<file path="src/hdl/cdsd_params.svh">
// Constants for the clock divider sync, swallow and delay control block
`ifndef CDSD_PARAMS_SVH
`define CDSD_PARAMS_SVH

// Serial frame layout, shifted in MSB first: data, register address, chip address
`define CDSD_FRAME_BITS 16
`define CDSD_DATA_BITS 9
`define CDSD_REGA_BITS 4
`define CDSD_CHIP_BITS 3
`define CDSD_DATA_MSB 15
`define CDSD_DATA_LSB 7
`define CDSD_REGA_MSB 6
`define CDSD_REGA_LSB 3
`define CDSD_CHIP_MSB 2
`define CDSD_CHIP_LSB 0
`define CDSD_BCAST_ADDR 3'h7

// Register addresses
`define CDSD_REG_DIVIDE 4'h2
`define CDSD_REG_SERIAL_EXTERNAL_TRIGGER_PIN 4'h3
`define CDSD_REG_CONTROL 4'h4
`define CDSD_REG_LAUNCH 4'h6
`define CDSD_REG_FINE 4'h7

// Field positions
`define CDSD_DIV_MSB 2
`define CDSD_DIV_LSB 0
`define CDSD_SER_SYNC_BIT 0
`define CDSD_SER_SLIP_BIT 1
`define CDSD_BCAST_BIT 0
`define CDSD_PIN_SYNC_BIT 1
`define CDSD_PIN_SLIP_BIT 2
`define CDSD_LAUNCH_BIT 2
`define CDSD_FINE_MSB 5
`define CDSD_FINE_LSB 0

// Reset values
`define CDSD_RST_DIV 3'h1
`define CDSD_RST_SER_SYNC 1'h1
`define CDSD_RST_SER_SLIP 1'h0
`define CDSD_RST_BCAST 1'h0
`define CDSD_RST_PIN_SYNC 1'h0
`define CDSD_RST_PIN_SLIP 1'h0
`define CDSD_RST_LAUNCH 1'h1
`define CDSD_RST_FINE 6'h00

// Fine delay: code times step plus offset, in ps
`define CDSD_FINE_MAX 6'h3C
`define CDSD_FINE_STEP_PS 11'h014
`define CDSD_FINE_OFFSET_PS 11'h12C

// Extra input cycles from sync trigger to first launch, on top of the ratio
`define CDSD_SYNC_EXTRA 6'h02

`endif

</file>
<file path="src/hdl/cdsd_pkg.sv">
// Types for the clock divider sync, swallow and delay control block
package cdsd_pkg;
	typedef enum logic [1:0] {
		CDSD_HALT = 2'b00,
		CDSD_WAIT = 2'b01,
		CDSD_RUN = 2'b10
	} cdsd_div_state_t;
endpackage

</file>
<file path="src/hdl/cdsd_serial_rx.sv">
// Serial write frame receiver: pin synchronisers, shifter and latch strobe detect
`timescale 1ns/100ps
`include "cdsd_params.svh"
module cdsd_serial_rx (
	input wire logic clk,
	input wire logic srst,
	// Raw serial pins
	input wire logic i_sck,
	input wire logic i_sdi,
	input wire logic i_sle,
	// Received frame
	output logic o_frame_valid,
	output logic [`CDSD_DATA_BITS-1:0] o_frame_data,
	output logic [`CDSD_REGA_BITS-1:0] o_frame_reg,
	output logic [`CDSD_CHIP_BITS-1:0] o_frame_chip
);
	// Oversampled at the system clock, so the serial clock must stay well below a third of it
	logic [2:0] sync1_reg, sync2_reg, prev_reg;
	logic [`CDSD_FRAME_BITS-1:0] shift_reg, shift_next;
	logic valid_reg, valid_next;
	logic sck_rise, sle_rise;

	always_ff @(posedge clk) begin
		if (srst) begin
			sync1_reg <= 3'h0;
			sync2_reg <= 3'h0;
			prev_reg <= 3'h0;
		end else begin
			sync1_reg <= {i_sle, i_sdi, i_sck};
			sync2_reg <= sync1_reg;
			prev_reg <= sync2_reg;
		end
	end

	always_comb begin
		sck_rise = sync2_reg[0] && !prev_reg[0];
		sle_rise = sync2_reg[2] && !prev_reg[2];
		shift_next = shift_reg;
		if (sck_rise) begin
			shift_next = {shift_reg[`CDSD_FRAME_BITS-2:0], sync2_reg[1]};
		end
		valid_next = sle_rise;
	end

	always_ff @(posedge clk) begin
		if (srst) begin
			shift_reg <= 16'h0000;
			valid_reg <= 1'h0;
		end else begin
			shift_reg <= shift_next;
			valid_reg <= valid_next;
		end
	end

	assign o_frame_valid = valid_reg;
	assign o_frame_data = shift_reg[`CDSD_DATA_MSB:`CDSD_DATA_LSB];
	assign o_frame_reg = shift_reg[`CDSD_REGA_MSB:`CDSD_REGA_LSB];
	assign o_frame_chip = shift_reg[`CDSD_CHIP_MSB:`CDSD_CHIP_LSB];
endmodule

</file>
<file path="src/hdl/cdsd_top.sv">
// Clock divider control: addressing, sync, cycle swallow, launch edge and fine delay
`timescale 1ns/100ps
`include "cdsd_params.svh"
// Operation
// - Accept frames matching three-pin strapped chip address
// - Broadcast enabled: also accept chip address 111
// - Control bit 0 gates broadcast reception
// - Strap 111 works individually when others disabled
// - Sync restarts divider, ratio-dependent fixed latency
// - Three-bit divide field, one code bypasses
// - Each swallow blocks exactly one input period
// - Launch edge bit: 1 rising, 0 falling
// - Falling launch advances output half period
// - Six-bit fine code, 0-60, 20ps steps
// - Fine delay equals code times 20ps plus 300ps
// - Sync and swallow from pin or serial
// - Pin triggers on rising edge when enabled
// - Serial sync level-held, serial swallow rising-edge
// - Frame: 9 data, 4 address, 3 chip, latched
module cdsd_top
	import cdsd_pkg::*;
(
	// Clock and reset; the clock is the input clock being divided
	input wire logic I_CLOCK,
	input wire logic I_SRST,
	// Serial port pins
	input wire logic I_SERIAL_CLOCK,
	input wire logic I_SERIAL_IN_LINE,
	input wire logic I_SERIAL_LATCH_STROBE,
	// Chip address straps
	input wire logic I_CHIP_ADDR_STRAP_BIT0,
	input wire logic I_CHIP_ADDR_STRAP_BIT1,
	input wire logic I_CHIP_ADDR_STRAP_BIT2,
	// Trigger pin
	input wire logic I_EXTERNAL_TRIGGER_PIN,
	// Divided output
	output logic O_DIV_CLOCK,
	output logic O_LAUNCH_PULSE,
	// Analog delay controls
	output logic O_LAUNCH_EDGE_RISING,
	output logic [5:0] O_FINE_DELAY_CODE,
	output logic [10:0] O_FINE_DELAY_PS
);
	// Divide table: 0 bypass, then powers of two up to 32; spare codes stay at 32
	function automatic logic [5:0] ratio_of(input logic [2:0] code);
		logic [5:0] r;
		r = 6'h20;
		case (code)
			3'h0: r = 6'h01;
			3'h1: r = 6'h02;
			3'h2: r = 6'h04;
			3'h3: r = 6'h08;
			3'h4: r = 6'h10;
			3'h5: r = 6'h20;
			default: r = 6'h20;
		endcase
		return r;
	endfunction

	// Write strobe for one register address
	function automatic logic reg_write(input logic hit, input logic [3:0] ra, input logic [3:0] target);
		return hit && (ra == target);
	endfunction

	// Pin synchronisers
	// Straps ride the same two flops and are read as static levels
	logic [3:0] pin_s1_reg, pin_s2_reg;
	logic external_trigger_pin_prev_reg;
	logic [2:0] strap;
	logic pin_rise;

	always_ff @(posedge I_CLOCK) begin
		if (I_SRST) begin
			pin_s1_reg <= 4'h0;
			pin_s2_reg <= 4'h0;
			external_trigger_pin_prev_reg <= 1'h0;
		end else begin
			pin_s1_reg <= {I_EXTERNAL_TRIGGER_PIN, I_CHIP_ADDR_STRAP_BIT2, I_CHIP_ADDR_STRAP_BIT1,
				I_CHIP_ADDR_STRAP_BIT0};
			pin_s2_reg <= pin_s1_reg;
			external_trigger_pin_prev_reg <= pin_s2_reg[3];
		end
	end

	assign strap = pin_s2_reg[2:0];
	assign pin_rise = pin_s2_reg[3] && !external_trigger_pin_prev_reg;

	// Serial frame receiver
	logic frame_valid;
	logic [8:0] frame_data;
	logic [3:0] frame_reg;
	logic [2:0] frame_chip;

	cdsd_serial_rx u_rx (
		.clk(I_CLOCK),
		.srst(I_SRST),
		.i_sck(I_SERIAL_CLOCK),
		.i_sdi(I_SERIAL_IN_LINE),
		.i_sle(I_SERIAL_LATCH_STROBE),
		.o_frame_valid(frame_valid),
		.o_frame_data(frame_data),
		.o_frame_reg(frame_reg),
		.o_frame_chip(frame_chip)
	);

	// Control registers
	logic [2:0] div_code_reg, div_code_next;
	logic ser_sync_reg, ser_sync_next;
	logic ser_slip_reg, ser_slip_next;
	logic bcast_reg, bcast_next;
	logic pin_sync_en_reg, pin_sync_en_next;
	logic pin_slip_en_reg, pin_slip_en_next;
	logic launch_rise_reg, launch_rise_next;
	logic [5:0] fine_reg, fine_next;
	logic addr_hit, wr;

	always_comb begin
		// Strap 111 also matches directly, so it stays reachable with broadcast off
		addr_hit = (frame_chip == strap) || (bcast_reg && frame_chip == `CDSD_BCAST_ADDR);
		wr = frame_valid && addr_hit;
		div_code_next = div_code_reg;
		ser_sync_next = ser_sync_reg;
		ser_slip_next = ser_slip_reg;
		bcast_next = bcast_reg;
		pin_sync_en_next = pin_sync_en_reg;
		pin_slip_en_next = pin_slip_en_reg;
		launch_rise_next = launch_rise_reg;
		fine_next = fine_reg;
		if (reg_write(wr, frame_reg, `CDSD_REG_DIVIDE)) begin
			div_code_next = frame_data[`CDSD_DIV_MSB:`CDSD_DIV_LSB];
		end else if (reg_write(wr, frame_reg, `CDSD_REG_SERIAL_EXTERNAL_TRIGGER_PIN)) begin
			ser_sync_next = frame_data[`CDSD_SER_SYNC_BIT];
			ser_slip_next = frame_data[`CDSD_SER_SLIP_BIT];
		end else if (reg_write(wr, frame_reg, `CDSD_REG_CONTROL)) begin
			bcast_next = frame_data[`CDSD_BCAST_BIT];
			pin_sync_en_next = frame_data[`CDSD_PIN_SYNC_BIT];
			pin_slip_en_next = frame_data[`CDSD_PIN_SLIP_BIT];
		end else if (reg_write(wr, frame_reg, `CDSD_REG_LAUNCH)) begin
			launch_rise_next = frame_data[`CDSD_LAUNCH_BIT];
		end else if (reg_write(wr, frame_reg, `CDSD_REG_FINE)) begin
			fine_next = frame_data[`CDSD_FINE_MSB:`CDSD_FINE_LSB];
		end
	end

	// Write-only registers: this block has no read-back path
	always_ff @(posedge I_CLOCK) begin
		if (I_SRST) begin
			div_code_reg <= `CDSD_RST_DIV;
			ser_sync_reg <= `CDSD_RST_SER_SYNC;
			ser_slip_reg <= `CDSD_RST_SER_SLIP;
			bcast_reg <= `CDSD_RST_BCAST;
			pin_sync_en_reg <= `CDSD_RST_PIN_SYNC;
			pin_slip_en_reg <= `CDSD_RST_PIN_SLIP;
			launch_rise_reg <= `CDSD_RST_LAUNCH;
			fine_reg <= `CDSD_RST_FINE;
		end else begin
			div_code_reg <= div_code_next;
			ser_sync_reg <= ser_sync_next;
			ser_slip_reg <= ser_slip_next;
			bcast_reg <= bcast_next;
			pin_sync_en_reg <= pin_sync_en_next;
			pin_slip_en_reg <= pin_slip_en_next;
			launch_rise_reg <= launch_rise_next;
			fine_reg <= fine_next;
		end
	end

	// Trigger sources
	logic ser_sync_prev_reg, ser_slip_prev_reg;
	logic sync_evt, slip_evt, held;

	// Previous values reset to the register resets, so release makes no false edge
	always_ff @(posedge I_CLOCK) begin
		if (I_SRST) begin
			ser_sync_prev_reg <= `CDSD_RST_SER_SYNC;
			ser_slip_prev_reg <= `CDSD_RST_SER_SLIP;
		end else begin
			ser_sync_prev_reg <= ser_sync_reg;
			ser_slip_prev_reg <= ser_slip_reg;
		end
	end

	always_comb begin
		// With pin sync off, serial sync low holds the divider stopped; its rise is the restart
		held = !pin_sync_en_reg && !ser_sync_reg;
		sync_evt = pin_sync_en_reg ? pin_rise : (ser_sync_reg && !ser_sync_prev_reg);
		slip_evt = pin_slip_en_reg ? pin_rise : (ser_slip_reg && !ser_slip_prev_reg);
	end

	// Divider
	cdsd_div_state_t state_reg, state_next;
	logic [5:0] ratio;
	logic [5:0] ratio_reg, ratio_next;
	logic [5:0] cnt_reg, cnt_next;
	logic [5:0] wait_reg, wait_next;
	logic step;
	logic div_clk_reg, div_clk_next;
	logic launch_reg, launch_next;

	always_comb begin
		ratio = ratio_of(div_code_reg);
		ratio_next = ratio_reg;
		state_next = state_reg;
		cnt_next = cnt_reg;
		wait_next = wait_reg;
		step = 1'b0;
		// Hold outranks sync, and sync outranks swallow when both arrive
		if (held) begin
			state_next = CDSD_HALT;
			cnt_next = 6'h00;
		end else if (sync_evt) begin
			// Same wait on every device with the same ratio, so outputs line up
			state_next = CDSD_WAIT;
			cnt_next = 6'h00;
			wait_next = ratio + `CDSD_SYNC_EXTRA - 6'h01;
		end else begin
			case (state_reg)
				CDSD_HALT: begin
					cnt_next = 6'h00;
				end
				CDSD_WAIT: begin
					// Count down to zero, then the launch cycle
					if (wait_reg == 6'h00) begin
						state_next = CDSD_RUN;
						cnt_next = 6'h00;
						step = 1'b1;
					end else begin
						wait_next = wait_reg - 6'h01;
					end
				end
				CDSD_RUN: begin
					if (!slip_evt) begin
						// Counted cycle: counter advances; a swallow freezes it for exactly one input period
						step = 1'b1;
						cnt_next = (cnt_reg >= ratio_reg - 6'h01) ? 6'h00 : cnt_reg + 6'h01;
					end
				end
				default: begin
					state_next = CDSD_HALT;
				end
			endcase
		end
		// A new code waits for a period start, so no period is cut short or glitched
		if ((state_next != CDSD_RUN) || (cnt_next == 6'h00)) begin
			ratio_next = ratio;
		end
		// Only a counted cycle launches; a swallowed one never does
		launch_next = (state_next == CDSD_RUN) && step && (cnt_next == 6'h00);
		div_clk_next = (state_next == CDSD_RUN) && ((ratio_next == 6'h01) || (cnt_next < {1'b0, ratio_next[5:1]}));
	end

	always_ff @(posedge I_CLOCK) begin
		if (I_SRST) begin
			state_reg <= CDSD_RUN;
			ratio_reg <= ratio_of(`CDSD_RST_DIV);
			cnt_reg <= 6'h00;
			wait_reg <= 6'h00;
			div_clk_reg <= 1'h0;
			launch_reg <= 1'h0;
		end else begin
			state_reg <= state_next;
			ratio_reg <= ratio_next;
			cnt_reg <= cnt_next;
			wait_reg <= wait_next;
			div_clk_reg <= div_clk_next;
			launch_reg <= launch_next;
		end
	end

	// Fine delay setting; codes above the top step are clamped
	logic [5:0] fine_code;
	logic [10:0] fine_ps_reg, fine_ps_next;
	logic [5:0] fine_out_reg;

	always_comb begin
		fine_code = (fine_reg > `CDSD_FINE_MAX) ? `CDSD_FINE_MAX : fine_reg;
		fine_ps_next = 11'({5'h00, fine_code} * `CDSD_FINE_STEP_PS) + `CDSD_FINE_OFFSET_PS;
	end

	// Code and total move together in one register stage
	always_ff @(posedge I_CLOCK) begin
		if (I_SRST) begin
			fine_out_reg <= `CDSD_RST_FINE;
			fine_ps_reg <= `CDSD_FINE_OFFSET_PS;
		end else begin
			fine_out_reg <= fine_code;
			fine_ps_reg <= fine_ps_next;
		end
	end

	assign O_DIV_CLOCK = div_clk_reg;
	assign O_LAUNCH_PULSE = launch_reg;
	assign O_LAUNCH_EDGE_RISING = launch_rise_reg;
	assign O_FINE_DELAY_CODE = fine_out_reg;
	assign O_FINE_DELAY_PS = fine_ps_reg;
endmodule

</file>
<file path="config.mk">
export PLATFORM = sky130hd
export DESIGN_NAME = cdsd_top
export DESIGN_NICKNAME = d
export VERILOG_FILES = /design/src/hdl/cdsd_pkg.sv /design/src/hdl/cdsd_serial_rx.sv /design/src/hdl/cdsd_top.sv
export VERILOG_INCLUDE_DIRS = /design/src /design/src/hdl
export SDC_FILE = /design/constraint.sdc
export NUM_CORES = 1
export LEC_CHECK = 0
export BUFFER_PORTS_ARGS = -buffer_cell sky130_fd_sc_hd__buf_2
export CAP_MARGIN = 0
export CELL_PAD_IN_SITES_DETAIL_PLACEMENT = 1
export CELL_PAD_IN_SITES_GLOBAL_PLACEMENT = 2
export CORE_ASPECT_RATIO = 2
export CORE_MARGIN = 4
export CORE_UTILIZATION = 40
export DETAILED_ROUTE_END_ITERATION = 8
export PLACE_DENSITY_LB_ADDON = 0.1
export REMOVE_ABC_BUFFERS = 1
export SLEW_MARGIN = 0
export SYNTH_ARGS = -nofsm -noshare
export SYNTH_HDL_FRONTEND = slang
export SYNTH_SLANG_ARGS = --single-unit
</file>
<file path="constraint.sdc">
create_clock -name I_CLOCK -period 10.21 [get_ports I_CLOCK]
set_input_delay 2.042 -clock I_CLOCK [delete_from_list [all_inputs] [get_ports I_CLOCK]]
set_output_delay 2.042 -clock I_CLOCK [all_outputs]
set_load 0.03 [all_outputs]
</file>
==> results.rst <==
.. list-table::
   :header-rows: 1

   * - Metric
     - Value
   * - Result of the run
     - finished clean
   * - Level count of the clock H-tree
     - 3
   * - Setup Total Neg Slack
     - 0 ps
   * - First-pass GRT wire length
     - 17400 um
   * - Total I/O pin count
     - 29
   * - Number of cells on the worst hold path
     - 1
   * - Worst slack on hold paths
     - 394 ps
   * - Setup repair after global routing missed its margin
     - no
   * - CTS tree
     - done
   * - Initial antenna violation count
     - 0
   * - Highest metal layer with signal wires
     - met4
   * - Area Growth Syn to Fin
     - 12.6%
   * - Maximum Capacitance Violations
     - 0
   * - Detail Route met3 WL
     - 179 um
   * - Nets@finish
     - 533
   * - Sequential share of power
     - 0.416
   * - Detailed-routed wire length on met2
     - 6260 um
   * - Detailed Route Iter0 Violations
     - 104
   * - Number of fill cells in the layout
     - 1226
   * - Placeable core region
     - 10200 sq um
   * - Row count
     - 52
   * - Share of post-route cells with drive strength above 1
     - 0.138
   * - Placed Instances
     - 620
   * - Tmin final
     - 4350 ps
   * - Number of gates resized after CTS
     - 0
   * - Clock insertion delay at the later pin of the skew report
     - 330 ps
   * - Register cell area after layout
     - 1700 sq um
   * - Startpoint class of the critical path
     - flip-flop
   * - Clock share of power
     - 0.396
   * - Maximum vdd ir drop
     - 107 uV
   * - Final ANT Viol Nets
     - 0
   * - Fin. Hold Viols
     - 0
   * - Tcrit/Tclk final
     - 0.426
   * - Arr. time, crit path
     - 4610 ps
   * - DRC violations left
     - 0
   * - Number of standard cells in the layout, taps in and fillers out
     - 636
   * - Async set-or-reset flop fraction in the synthesized netlist
     - 0
   * - Max reg flops
     - 13
   * - Net switching power of the design
     - 249 uW
   * - Post-synthesis cell count
     - 479
   * - Total Die Area
     - 12400 sq um
   * - Largest net degree at the start of global routing
     - 83
   * - Power per Cell Area
     - 178 nW/um^2
   * - Sw Ratio
     - 0.295
   * - Post-CTS setup buffers
     - 0
   * - Floorplan die width
     - 80.7 um
   * - Clock Sink Count
     - 85
   * - Logic gate share of total power
     - 0.188
   * - Via count of the routed design
     - 3373
   * - Part of the Yosys area used for sequential elements
     - 0.403
   * - Number of search-and-repair iterations in the first detailed-routing pass
     - 4
   * - Pins over their slew limit
     - 0
   * - DRT met1 WL
     - 3650 um
   * - Clk_skew
     - 7.94 ps
   * - Leakage
     - 0.00203 uW
   * - Overall power after layout
     - 846 uW
   * - Root buffer selected by CTS
     - clkbuf_16
   * - Number of cell instances on the worst register-to-register path
     - 18
   * - Finish-stage setup viols
     - 0
   * - Maximum clock frequency
     - 230 MHz
   * - Gpl congestion
     - 0.800
   * - Mean routed wirelength per cell
     - 16.6 um
   * - Flip-flop cell with the highest count after synthesis
     - dfxtp_1
   * - Buffer depth of the longest clock path
     - 2
   * - Port bufs
     - 26
   * - Required time of the critical path
     - 10470 ps
   * - Distinct cell type count after synthesis
     - 67
   * - Clock input transition at the sequential cells of the worst setup and hold paths
     - 70 ps
   * - Via count of the first global-routing pass
     - 3592
   * - Top fanout value on the critical path
     - 7
   * - Height of the chip
     - 153 um
   * - Clock buffers created by TritonCTS
     - 9
   * - Relative slew slack
     - 0.379
   * - Number of enable-type register cells in the synthesized netlist
     - 0
   * - Overall Global Routing Usage
     - 0.183
   * - Number of warnings printed during yosys synthesis
     - 0
   * - Synth Cell Area
     - 4220 sq um
   * - Number of vias per cell
     - 5.30
   * - Total wire length after detailed routing
     - 10600 um
   * - Effective utilization at floorplan
     - 0.414
   * - Slack of the worst reg-to-reg path
     - 5860 ps
   * - Detailed Place HPWL
     - 8100 um
   * - Number of antenna repair diodes
     - 0
   * - Internal power component
     - 597 uW
   * - Type of the most critical hold path
     - reg2reg
   * - Pin slew with the least headroom to its limit
     - 931 ps
   * - Post-synthesis sequential element count
     - 85
   * - Total overflow reported by the global router
     - 0
   * - Critical path class
     - reg2reg
   * - Multi-input logic area
     - 2340 sq um
   * - Type of destination of the critical path
     - flip-flop
   * - # hold bufs at CTS
     - 0
   * - Avg Cell Area, Syn
     - 8.82 sq um
## cells by family (layout without fill, tap and decap cells)
family          Yosys count  after routing  share of synthesized area
simple gates            192            192                      0.237
compound gates           89             89                      0.149
flops                    85             85                      0.403
buf+inv                  48             69                     0.0447
fa+ha+maj                28             28                     0.0847
mux                      19             19                     0.0462
xor+xnor                 17             17                     0.0352
other cells               1              2                   0.000888
## worst paths after layout
path,start,to
worst min register to register,u_rx.prev_reg[2]$_SDFF_PP0_,u_rx.o_frame_valid$_SDFF_PP0_
worst max-delay path,ratio_reg[3]$_SDFF_PP0_,O_DIV_CLOCK$_SDFF_PP0_
worst min-delay path,u_rx.prev_reg[2]$_SDFF_PP0_,u_rx.o_frame_valid$_SDFF_PP0_
worst max register to register,ratio_reg[3]$_SDFF_PP0_,O_DIV_CLOCK$_SDFF_PP0_
## routing by layer
layer  GRT usage  up-vias
met4      0.0983        0
met2       0.362       45
li1            -     1668
met3      0.0318       29
met5           0        -
met1       0.166     1631
## final cells by class
type | count | area share
Tap cell | 135 | 0.0355
Sequential cell | 85 | 0.358
Timing Repair Buffer | 28 | 0.0305
Clock buffer | 9 | 0.0474
Multi-Input combinational cell | 347 | 0.492
Clock inverter | 7 | 0.0174
Inverter | 25 | 0.0197
## cell usage after synthesis, drive strengths merged, types with 2 or more instances
cell | instances | area share
o221ai | 2 | 0.0056
mux2i | 18 | 0.043
or4 | 2 | 0.0036
or2 | 2 | 0.0030
a221oi | 2 | 0.0056
o21ai | 19 | 0.023
nand3 | 6 | 0.0071
a211o | 3 | 0.0062
a22o | 2 | 0.0041
o31ai | 2 | 0.0068
buf | 6 | 0.0074
inv | 25 | 0.022
xor2 | 7 | 0.015
a21oi | 35 | 0.047
nor3 | 13 | 0.018
nor3b | 6 | 0.012
clkbuf | 17 | 0.015
and3 | 2 | 0.0030
a211oi | 3 | 0.0053
nor2 | 52 | 0.047
nand3b | 2 | 0.0036
a21o | 4 | 0.0071
dfxtp | 85 | 0.40
a22oi | 5 | 0.010
nand2 | 44 | 0.040
or3b | 2 | 0.0053
ha | 27 | 0.080
nand2b | 14 | 0.021
nand4 | 6 | 0.010
xnor2 | 10 | 0.021
or3 | 5 | 0.0074
and2 | 2 | 0.0036
nor2b | 30 | 0.045
o211ai | 2 | 0.0036
## critical path, stage by stage, from the launching register on
cell,delay [ps]
dfxtp_1,340
or3_1,390
nor3_1,180
xnor2_1,140
ha_1,270
a21oi_1,250
o211a_1,210
o21ai_2,120
o41ai_4,370
a221oi_2,150
a21oi_4,330
mux2i_1,280
ha_1,290
a21o_1,160
a21oi_1,180
nand2_1,60
or3_1,300
o211ai_1,100
o2bb2ai_1,130
## per-stage QoR
step                utilization  worst slack (ps)  cell area, sq um
finish                    0.465              5860              4750
CTS                       0.465              5890              4750
floorplan                     -              6290              4130
global placement          0.435              6060              4450
detailed placement        0.435              5930              4450
global route              0.465              5630              4750
## power by group through the flow
stage          clock network (uW)  logic [uW]  registers [uW]
4_1_cts                       344         161             352
3_3_place_gp                    0         158             359
6_report                      335         159             352
5_1_grt                       362         174             353
3_5_place_dp                    0         161             359
2_1_floorplan                   0         109             362
## placed cells by master (no fill, tap or decap), drive strengths merged, types with 6 or more instances in the layout
cell type,Yosys,final
xnor2,10,10
xor2,7,7
nor2b,30,30
nand3,6,6
ha,27,27
a21oi,35,35
dfxtp,85,85
nand2b,14,14
inv,25,28
nand2,44,44
nand4,6,6
nor3b,6,6
nor3,13,13
clkbuf,17,9
o21ai,19,19
nor2,52,52
mux2i,18,18
buf,6,28
(Power assumes the default switching activity.)
